===== config.mk =====
export PLATFORM = sky130hd
export DESIGN_NAME = fsq_ctrl
export DESIGN_NICKNAME = d
export VERILOG_FILES = /design/src/logic/fsq_pkg.sv /design/src/logic/fsq_ctrl.sv
export SDC_FILE = /design/constraint.sdc
export NUM_CORES = 1
export LEC_CHECK = 0
export ABC_AREA = 1
export BUFFER_PORTS_ARGS = -buffer_cell sky130_fd_sc_hd__buf_2
export CORE_ASPECT_RATIO = 0.75
export CORE_MARGIN = 2
export CORE_UTILIZATION = 57
export CTS_BUF_LIST = sky130_fd_sc_hd__clkbuf_2
export CTS_CLUSTER_DIAMETER = 60
export CTS_CLUSTER_SIZE = 16
export DETAILED_ROUTE_END_ITERATION = 16
export PLACE_DENSITY = 0.89
export REMOVE_ABC_BUFFERS = 1
export SLEW_MARGIN = 20
export SYNTH_ARGS = -nofsm -noshare
export SYNTH_HDL_FRONTEND = slang
export SYNTH_SLANG_ARGS = --single-unit
export TNS_END_PERCENT = 100

===== constraint.sdc =====
create_clock -name mclk_i -period 1.9 [get_ports mclk_i]
set_input_delay 0.38 -clock mclk_i [delete_from_list [all_inputs] [get_ports mclk_i]]
set_output_delay 0.38 -clock mclk_i [all_outputs]
set_load 0.05 [all_outputs]

===== src/logic/fsq_pkg.sv =====
/*
 * Constants for the flash status-pin and block-lock controller: command
 * codes, field positions, reset values and bus timing counts.
 * Assumes a 20 MHz controller clock and an asynchronous parallel flash bus.
 */
package fsq_pkg;
    localparam int unsigned CLK_PERIOD_NS   = 50;
    localparam int unsigned WR_PULSE_NS     = 100;
    localparam int unsigned RD_ACCESS_NS    = 150;
    localparam int unsigned WR_PULSE_CYC    =
        (WR_PULSE_NS + CLK_PERIOD_NS - 1) / CLK_PERIOD_NS;
    localparam int unsigned RD_ACCESS_CYC   =
        (RD_ACCESS_NS + CLK_PERIOD_NS - 1) / CLK_PERIOD_NS;
    localparam logic [3:0]  WR_PULSE_CNT    = 4'(WR_PULSE_CYC);
    localparam logic [3:0]  RD_ACCESS_CNT   = 4'(RD_ACCESS_CYC);

    localparam int unsigned ADDR_W          = 24;
    localparam int unsigned DATA_W          = 16;

    localparam logic [15:0] CMD_PIN_SETUP   = 16'h00B8;
    localparam logic [15:0] CMD_LOCK_SETUP  = 16'h0060;
    localparam logic [15:0] CMD_LOCK_SET    = 16'h0001;
    localparam logic [15:0] CMD_LOCK_CLEAR  = 16'h00D0;
    localparam logic [15:0] CMD_READ_ARRAY  = 16'h00FF;
    localparam logic [15:0] CMD_READ_INFO   = 16'h0090;
    localparam logic [15:0] CMD_READ_STATUS = 16'h0070;
    localparam logic [15:0] CMD_CLR_STATUS  = 16'h0050;

    localparam logic [7:0]  PIN_CFG_LEVEL   = 8'h00;
    localparam logic [7:0]  PIN_CFG_MASK    = 8'h03;
    localparam logic [23:0] LOCK_INFO_OFS   = 24'h000002;

    localparam int unsigned SR_READY_BIT    = 7;
    localparam int unsigned SR_ERASE_ERR    = 5;
    localparam int unsigned SR_PROG_ERR     = 4;
    localparam int unsigned LOCK_BIT        = 0;

    typedef enum logic [2:0] {
        FSQ_OP_PIN_CFG   = 3'h0,
        FSQ_OP_LOCK_SET  = 3'h1,
        FSQ_OP_LOCK_CLR  = 3'h2,
        FSQ_OP_LOCK_READ = 3'h3,
        FSQ_OP_CLR_STAT  = 3'h4,
        FSQ_OP_READ_ARR  = 3'h5
    } fsq_op_t;
endpackage


===== src/logic/fsq_ctrl.sv =====
/*
 * Host-side controller that drives a parallel NOR flash over its command
 * bus: status-pin configuration, block lock set/clear, lock readback,
 * status clear and return to array reads.
 * Assumes the flash pins are asynchronous to mclk_i; the data bus is
 * two-way and resolved outside from the output enable.
 */
`timescale 1ns/10ps

module fsq_ctrl (
    input  wire logic                      mclk_i,
    input  wire logic                      rst_n_i,
    input  wire logic                      req_i,
    input  wire fsq_pkg::fsq_op_t          op_i,
    input  wire logic [fsq_pkg::ADDR_W-1:0] addr_i,
    input  wire logic [7:0]                cfg_i,
    output logic                           busy_o,
    output logic                           done_o,
    output logic                           err_o,
    output logic [fsq_pkg::DATA_W-1:0]     rdata_o,
    output logic                           locked_o,
    output logic                           pin_event_o,
    output logic [fsq_pkg::ADDR_W-1:0]     flash_addr_o,
    output logic [fsq_pkg::DATA_W-1:0]     flash_dq_o,
    output logic                           flash_dq_oe_o,
    input  wire logic [fsq_pkg::DATA_W-1:0] flash_dq_i,
    output logic                           flash_ce_n_o,
    output logic                           flash_we_n_o,
    output logic                           flash_oe_n_o,
    input  wire logic                      status_pin_i
);
    typedef enum logic [7:0] {
        S_IDLE  = 8'h01,
        S_POLL  = 8'h02,
        S_WR1   = 8'h04,
        S_WR2   = 8'h08,
        S_WAIT  = 8'h10,
        S_RDST  = 8'h20,
        S_RDINF = 8'h40,
        S_DONE  = 8'h80
    } fsq_state_t;

    fsq_state_t                      state;
    fsq_pkg::fsq_op_t                op;
    logic [fsq_pkg::ADDR_W-1:0]      addr;
    logic [7:0]                      cfg;
    logic [3:0]                      cnt;
    logic                            phase;
    logic                            rd_phase;
    logic [1:0]                      pin_sync;
    logic [fsq_pkg::DATA_W-1:0]      dq_meta;
    logic [fsq_pkg::DATA_W-1:0]      dq_sync;
    logic                            pin_prev;
    logic                            two_cycle;
    logic [fsq_pkg::DATA_W-1:0]      first_cmd;
    logic [fsq_pkg::DATA_W-1:0]      second_cmd;

    // Pin and data pass two flip-flops before any logic sees them
    always_ff @(posedge mclk_i or negedge rst_n_i) begin
        if (!rst_n_i) begin
            pin_sync <= 2'h3;
            dq_meta  <= 16'h0000;
            dq_sync  <= 16'h0000;
            pin_prev <= 1'b1;
        end else begin
            pin_sync <= {pin_sync[0], status_pin_i};
            dq_meta  <= flash_dq_i;
            dq_sync  <= dq_meta;
            pin_prev <= pin_sync[1];
        end
    end

    // Low-going edge of the status pin: start of a busy period in level mode
    always_ff @(posedge mclk_i or negedge rst_n_i) begin
        if (!rst_n_i) begin
            pin_event_o <= 1'b0;
        end else begin
            pin_event_o <= pin_prev & ~pin_sync[1];
        end
    end

    always_comb begin
        two_cycle  = 1'b1;
        first_cmd  = fsq_pkg::CMD_LOCK_SETUP;
        second_cmd = fsq_pkg::CMD_LOCK_SET;
        case (op)
            fsq_pkg::FSQ_OP_PIN_CFG: begin
                first_cmd  = fsq_pkg::CMD_PIN_SETUP;
                // Reserved bits sent as zero
                second_cmd = {8'h00, cfg & fsq_pkg::PIN_CFG_MASK};
            end
            fsq_pkg::FSQ_OP_LOCK_SET: begin
                second_cmd = fsq_pkg::CMD_LOCK_SET;
            end
            fsq_pkg::FSQ_OP_LOCK_CLR: begin
                second_cmd = fsq_pkg::CMD_LOCK_CLEAR;
            end
            fsq_pkg::FSQ_OP_LOCK_READ: begin
                first_cmd  = fsq_pkg::CMD_READ_INFO;
                second_cmd = fsq_pkg::CMD_READ_ARRAY;
            end
            fsq_pkg::FSQ_OP_CLR_STAT: begin
                two_cycle  = 1'b0;
                first_cmd  = fsq_pkg::CMD_CLR_STATUS;
            end
            fsq_pkg::FSQ_OP_READ_ARR: begin
                two_cycle  = 1'b0;
                first_cmd  = fsq_pkg::CMD_READ_ARRAY;
            end
            default: begin
                two_cycle  = 1'b0;
                first_cmd  = fsq_pkg::CMD_READ_ARRAY;
            end
        endcase
    end

    always_ff @(posedge mclk_i or negedge rst_n_i) begin
        if (!rst_n_i) begin
            state         <= S_IDLE;
            op            <= fsq_pkg::FSQ_OP_READ_ARR;
            addr          <= 24'h000000;
            cfg           <= 8'h00;
            cnt           <= 4'h0;
            phase         <= 1'b0;
            rd_phase      <= 1'b0;
            busy_o        <= 1'b0;
            done_o        <= 1'b0;
            err_o         <= 1'b0;
            rdata_o       <= 16'h0000;
            locked_o      <= 1'b0;
            flash_addr_o  <= 24'h000000;
            flash_dq_o    <= 16'h0000;
            flash_dq_oe_o <= 1'b0;
            flash_ce_n_o  <= 1'b1;
            flash_we_n_o  <= 1'b1;
            flash_oe_n_o  <= 1'b1;
        end else begin
            done_o <= 1'b0;
            case (state)
                S_IDLE: begin
                    if (req_i) begin
                        op       <= op_i;
                        addr     <= addr_i;
                        cfg      <= cfg_i;
                        busy_o   <= 1'b1;
                        phase    <= 1'b0;
                        // Reads may still return array data that looks
                        // ready, so select status reads first
                        rd_phase <= 1'b1;
                        cnt      <= fsq_pkg::WR_PULSE_CNT;
                        state    <= S_WR1;
                    end
                end
                // Read status first; issue only when ready
                S_POLL: begin
                    flash_ce_n_o <= 1'b0;
                    flash_oe_n_o <= 1'b0;
                    if (cnt != 4'h0) begin
                        cnt <= cnt - 4'h1;
                    end else begin
                        flash_ce_n_o <= 1'b1;
                        flash_oe_n_o <= 1'b1;
                        cnt          <= fsq_pkg::RD_ACCESS_CNT;
                        if (dq_sync[fsq_pkg::SR_READY_BIT]) begin
                            cnt   <= fsq_pkg::WR_PULSE_CNT;
                            state <= S_WR1;
                        end
                    end
                end
                S_WR1: begin
                    flash_addr_o  <= addr;
                    flash_dq_o    <= rd_phase ? fsq_pkg::CMD_READ_STATUS
                                   : phase ? second_cmd : first_cmd;
                    flash_dq_oe_o <= 1'b1;
                    flash_ce_n_o  <= 1'b0;
                    flash_we_n_o  <= 1'b0;
                    if (cnt != 4'h0) begin
                        cnt <= cnt - 4'h1;
                    end else begin
                        flash_we_n_o <= 1'b1;
                        state        <= S_WR2;
                    end
                end
                S_WR2: begin
                    flash_ce_n_o  <= 1'b1;
                    flash_dq_oe_o <= 1'b0;
                    cnt           <= fsq_pkg::WR_PULSE_CNT;
                    if (rd_phase) begin
                        rd_phase <= 1'b0;
                        cnt      <= fsq_pkg::RD_ACCESS_CNT;
                        state    <= S_POLL;
                    end else if (op == fsq_pkg::FSQ_OP_LOCK_READ
                              && !phase) begin
                        cnt   <= fsq_pkg::RD_ACCESS_CNT;
                        addr  <= addr + fsq_pkg::LOCK_INFO_OFS;
                        state <= S_RDINF;
                    end else if (two_cycle && !phase) begin
                        phase <= 1'b1;
                        state <= S_WR1;
                    end else if (op == fsq_pkg::FSQ_OP_CLR_STAT
                              || op == fsq_pkg::FSQ_OP_READ_ARR
                              || op == fsq_pkg::FSQ_OP_LOCK_READ) begin
                        state <= S_DONE;
                    end else begin
                        cnt   <= fsq_pkg::RD_ACCESS_CNT;
                        state <= S_WAIT;
                    end
                end
                // Reads now return status wait for ready
                S_WAIT: begin
                    cnt <= fsq_pkg::RD_ACCESS_CNT;
                    state <= S_RDST;
                end
                S_RDST: begin
                    flash_ce_n_o <= 1'b0;
                    flash_oe_n_o <= 1'b0;
                    if (cnt != 4'h0) begin
                        cnt <= cnt - 4'h1;
                    end else begin
                        flash_ce_n_o <= 1'b1;
                        flash_oe_n_o <= 1'b1;
                        cnt          <= fsq_pkg::RD_ACCESS_CNT;
                        if (dq_sync[fsq_pkg::SR_READY_BIT]) begin
                            rdata_o <= dq_sync;
                            err_o   <= dq_sync[fsq_pkg::SR_PROG_ERR]
                                     | dq_sync[fsq_pkg::SR_ERASE_ERR];
                            state   <= S_DONE;
                        end
                    end
                end
                S_RDINF: begin
                    flash_addr_o <= addr;
                    flash_ce_n_o <= 1'b0;
                    flash_oe_n_o <= 1'b0;
                    if (cnt != 4'h0) begin
                        cnt <= cnt - 4'h1;
                    end else begin
                        flash_ce_n_o <= 1'b1;
                        flash_oe_n_o <= 1'b1;
                        rdata_o  <= dq_sync;
                        locked_o <= dq_sync[fsq_pkg::LOCK_BIT];
                        phase    <= 1'b1;
                        cnt      <= fsq_pkg::WR_PULSE_CNT;
                        state    <= S_WR1;
                    end
                end
                S_DONE: begin
                    busy_o <= 1'b0;
                    done_o <= 1'b1;
                    state  <= S_IDLE;
                end
                default: begin
                    state <= S_IDLE;
                end
            endcase
        end
    end
endmodule


Word-level counts from Yosys, hierarchy flattened
Index checks and enable logic that the tools add are counted.

Flip-flop bits (word level): 143. Bits of input ports: 55. Output and inout bits: 65. Logic and storage cells: 131.

Add/sub/neg operators: 2. Eq/ne operators: 25. Muxes and demuxes: 49. Bitwise operators: 4. Reductions and logical operators: 28.

Operator list (number): 2-to-1 mux 8 bit (11); 2-to-1 mux 16 bit (5); 2-to-1 mux 24 bit (3); case mux 8 bit (7 select lines) (1); case mux 24 bit (2 select lines) (1); case mux 16 bit (2 select lines) (1); case mux 8 bit (4 select lines) (1); case mux 4 bit (7 select lines) (1); adder 24 x 2 -> 24 bit (second input constant) (1); != test 2 bit (second input constant) (12); case mux 8 bit (3 select lines) (1); 2-to-1 mux 4 bit (5); 2-to-1 mux 1 bit (14); equality test 8 x 1 -> 1 bit (second input constant) (1); equality test 8 x 2 -> 1 bit (second input constant) (1); equality test 8 x 3 -> 1 bit (second input constant) (1); equality test 8 x 4 -> 1 bit (second input constant) (1); equality test 8 x 5 -> 1 bit (second input constant) (1); equality test 8 x 6 -> 1 bit (second input constant) (1); equality test 8 x 7 -> 1 bit (second input constant) (1); equality test 8 bit (second input constant) (1); AND reduction 2 bit (4); AND reduction 4 bit (2); nonzero test 2 bit (4); other kinds (22) (33).

Logic depth before layout (Yosys ltp)
Depth in word-level cells: 8. Mapped depth: 11. Depth with buffers taken out: 11.

Least setup slack after synthesis
Ideal clock, no wire load.

Path type: reg2reg. Start point: register state[0]. End point: register flash_addr_o[3] in the netlist's numbering. Setup time: 0.127 ns. Data arrival time: 1.381 ns. Required time: 1.773 ns. Slack: 0.391 ns. Cell stages (with the launch flop): 8. Cells stage by stage: dfstp_2 nor2_4 nand2_4 inv_2 nand2_2 nand2_4 buf_6 mux2_1.

Longest elaborated chain between the ends: 2. Elaborated cells on any way between the ends: 3.

Ends and longest elaborated chain: start, declared (line fsq_ctrl.sv:43) `fsq_state_t state;`; start signal, assigned (line fsq_ctrl.sv:119) `state <= S_IDLE;`; start signal, assigned (line fsq_ctrl.sv:151) `state <= S_WR1;`; start signal, assigned (line fsq_ctrl.sv:166) `state <= S_WR1;`; equality test 8 x 7 -> 1 bit or equality test 8 x 3 -> 1 bit (tied branches) (line fsq_ctrl.sv:139) `case (state)`; OR reduction 2 bit (no line) *; end signal, assigned (line fsq_ctrl.sv:171) `flash_addr_o <= addr;`; end signal, assigned (line fsq_ctrl.sv:232) `flash_addr_o <= addr;`; end, declared (line fsq_ctrl.sv:23) `output logic [fsq_pkg::ADDR_W-1:0] flash_addr_o,`.

Every way passes the cells marked *; elsewhere a longest branch is shown, timed or not. A chain may end at the register's enable or synchronous reset.

Worst setup path after layout
Start point: register flash_we_n_o. End point: output flash_we_n_o.

RTL lines: start, declared (line fsq_ctrl.sv:28) `output logic flash_we_n_o,`; start signal, assigned (line fsq_ctrl.sv:135) `flash_we_n_o <= 1'b1;`; start signal, assigned (line fsq_ctrl.sv:176) `flash_we_n_o <= 1'b0;`; start signal, assigned (line fsq_ctrl.sv:180) `flash_we_n_o <= 1'b1;`.

No word-level cell between the ends.

==> summary.txt <==
H-tree Lvls: 4
Initial DRC Count: 422
Crit-path slowest cell: dfstp_2
Die Span Y: 95 µm
Max Clk Rate: 0.541 GHz
Final Max Tran Viols: 0
Final WL: 15,400 µm
Commonest register cell after synthesis: dfrtp_1
Sequential power share: 0.390
Gate power share: 0.468
Syn_area_per_cell: 8.11 µm²
WS Path Type: flop to primary output
Gr usage total: 0.270
Overflow after GRT: 0
Post-synth cell types: 39
Area share of xor/xnor cells in the synthesized design: 0.00417
CP max stage delay: 610 ps
Final hold vios: 0
Min-delay worst type: input port to asynchronous set/reset pin
Clk sinks: 135
Delay-heaviest family, CP: flip-flops
Vias per cell: 5.12
Num CTS Buffers: 17
Number of synthesized flops with an enable pin: 0
I/O Pins: 120
Post-synth top area share: 0.501
CP Cell Sequence: buf_8
Largest net degree at the start of global routing: 54
Endpoints failing setup: 0
Worst Path Buf+Inv: 1
Drt drc: 0
Gpl congestion: 0.935
Via count: 5,607
# fillers: 821
CP required: 1520 ps
Layout cells sized above 1: 0.211
Largest area contributor in the netlist: dfrtp_1
CP max FO: 2
Cell area after synthesis: 6290 µm²
MaxCap Viol Count: 0
Clock skew: 33.4 ps
RSZ-0062 raised after global routing: yes
Synthesized instance count: 776
Worst-Skew Late Latency: 720 ps
Worst ir drop on vdd: 1.21 mV
Pwr/cell area: 1450 nW/µm²
Area of the core: 10,900 µm²
Sw Share: 0.498
Area delta synth->final: 23.3%
Setup TNS: 0 ps
Clock Path Buffers: 2
Clock Pin Slew Worst Setup and Hold Paths: 230 ps
P_leak: 4.01 nW
IO buf count: 105
Seq/Total Area, Yosys: 0.539
Worst setup EP type: primary output
Area share of fa/ha/maj cells after synthesis: 0.00596
Vias in the first global route: 5,395
Hpwl dp: 10,300 µm
Post-synthesis compound-gate area fraction: 0.0658
Simple-gate share of the synthesized area: 0.308
Pint: 5.66 mW
Worst slew margin: 0.651
# Post-CTS Setup Buffers: 0
Number of synthesized register bits: 135
First-pass GRT wire length: 25,300 µm
Worst Setup Start Kind: flop
Mux contribution to synthesized area: 0.00895
Power share of the clock group: 0.142
CTS tree: yes
DRT antenna net count: 0
Initial antenna violation count: 0
WP data arrival: 1470 ps
Psw: 5.61 mW
Clock Tree Root: clkbuf_2
DIE AREA: 11,900 µm²
Measured slew at the worst slew-check pin: 519 ps
Fin nets: 1,001
Die width: 125 µm
Wirelength per Cell: 14.0 µm
N_diodes: 0
Fin crit share: 0.972
Top post-synthesis cells by area: dfrtp_1 (50%), nand2_1 (16%), nor2_1 (6.0%)
Util after Layout: 0.714
Main combinational cell family by area after synthesis: simple AND/OR/NAND/NOR gates
Synth warn: 0
Starting Density: 0.580
Row count: 33
Status: finished clean
Drt pass-1 iters: 6
Ys async rst share: 1.00
R2r setup slk: 120 ps
Final min period: 1850 ps
## registers in the layout, summed over array words and instances (netlist names), 2 cells and up
signal        count
addr             24
flash_addr_o     24
dq_meta          16
dq_sync          16
rdata_o          16
flash_dq_o        8
state             8
cnt               4
op                3
cfg               2
pin_sync          2
## repair_timing
action                                  in CTS  in global routing
endpoints found under the setup margin       3                 23
hold buffers                                48                  0
hold endpoints to repair                   178                  0
cloned                                       0                  0
gates resized for setup                      4                 11
pin swaps                                    0                  0
## layer usage
metal  track usage  vias to the layer above  part of all wire  routed length [µm]
met3        0.0601                       25             0.070                1080
li1              -                     2769                 -                   -
met2         0.448                      229              0.47                7260
met1         0.362                     2584              0.44                6840
met5             0                        -                 0                   0
met4        0.0778                        0             0.012                 187
## final timing paths
path | start | end | cells after the start
max | flash_we_n_o | flash_we_n_o | 1
min | rst_n_i | done_o | 2
max reg2reg | state[3] | op[2] | 7
min reg2reg | dq_meta[2] | dq_sync[2] | 0
max in group asynchronous | rst_n_i | flash_addr_o[3] | 3
min in group mclk_i | flash_dq_i[9] | dq_meta[9] | 2
## logic make-up (layout without fill, tap and decap cells)
logic type / Yosys count / count (layout)
mux: 5 / 5
flops: 135 / 135
xor+xnor: 3 / 3
fa+ha+maj: 3 / 3
compound gates: 79 / 79
simple gates: 459 / 459
buf+inv: 91 / 264
other cells: 1 / 8
## cells in the mapped netlist (2+ instances only)
| cell | n |
|---|---|
| a21oi_1 | 32 |
| inv_1 | 57 |
| nor2_4 | 7 |
| nor2_1 | 101 |
| o21ai_0 | 26 |
| nor2_2 | 5 |
| nand2_1 | 269 |
| mux2_2 | 4 |
| nand2_4 | 3 |
| o21ai_1 | 14 |
| nand3_1 | 52 |
| nand4_1 | 7 |
| nand2_2 | 6 |
| and2_1 | 2 |
| buf_2 | 11 |
| nand3_2 | 2 |
| ha_1 | 3 |
| buf_6 | 3 |
| nand3b_1 | 2 |
| dfstp_2 | 9 |
| dfrtp_1 | 126 |
| buf_4 | 12 |
| inv_2 | 5 |
| xor2_1 | 2 |
| a31oi_1 | 2 |
## power groups by stage
stage / logic [mW] / registers (mW) / clock network, mW
finish: 5.27 / 4.40 / 1.60
global route: 5.79 / 4.50 / 1.76
CTS: 5.15 / 4.37 / 1.63
detailed placement: 5.03 / 4.41 / 0
global placement: 4.90 / 4.39 / 0
floorplan: 2.48 / 5.52 / 0
## cell type report
class / count / area, µm² / area share
clock buffers: 17 / 85.1 / 0.0110
clock inverters: 15 / 131 / 0.0169
inverters: 63 / 239 / 0.0308
multi-input cells: 557 / 2530 / 0.326
flip-flops and latches: 135 / 3390 / 0.437
well taps: 140 / 175 / 0.0226
repair buffers: 169 / 1210 / 0.156
## layout by cell type (no fill, tap or decap), types with 2 or more instances in the layout
cell type	n
nand3b_1	2
clkinvlp_4	2
nand3_2	2
a21oi_2	2
dfrtp_1	126
nand2_1	268
nand4_1	7
o21ai_1	13
nor2_1	100
inv_2	6
ha_1	3
buf_8	2
conb_1	8
dlygate4sd3_1	48
buf_12	4
nand2_4	3
inv_6	8
mux2_2	4
clkbuf_2	17
nand2_2	6
buf_4	12
inv_1	56
buf_2	101
and2_1	2
nor2_2	6
buf_6	2
xor2_1	2
a31oi_1	2
clkinv_4	4
a21oi_1	31
o21ai_0	26
dfstp_2	9
nand3_1	52
nor2_4	7
## per-stage QoR
step / worst slack [ps] / std cells / power (mW) / instance area [µm²] / hold WS [ps]
finish: 53.0 / 1096 / 11.3 / 7760 / 143
global route: -35.4 / 1096 / 12.0 / 7760 / 131
CTS: 0.195 / 1096 / 11.1 / 7720 / 118
detailed placement: 77.6 / 1016 / 9.44 / 7010 / 335
global placement: 168 / 1016 / 9.29 / 7010 / 332
floorplan: 56.6 / 755 / 8.00 / 6130 / 84.4
No activity file was read; power rests on OpenSTA's default activity.
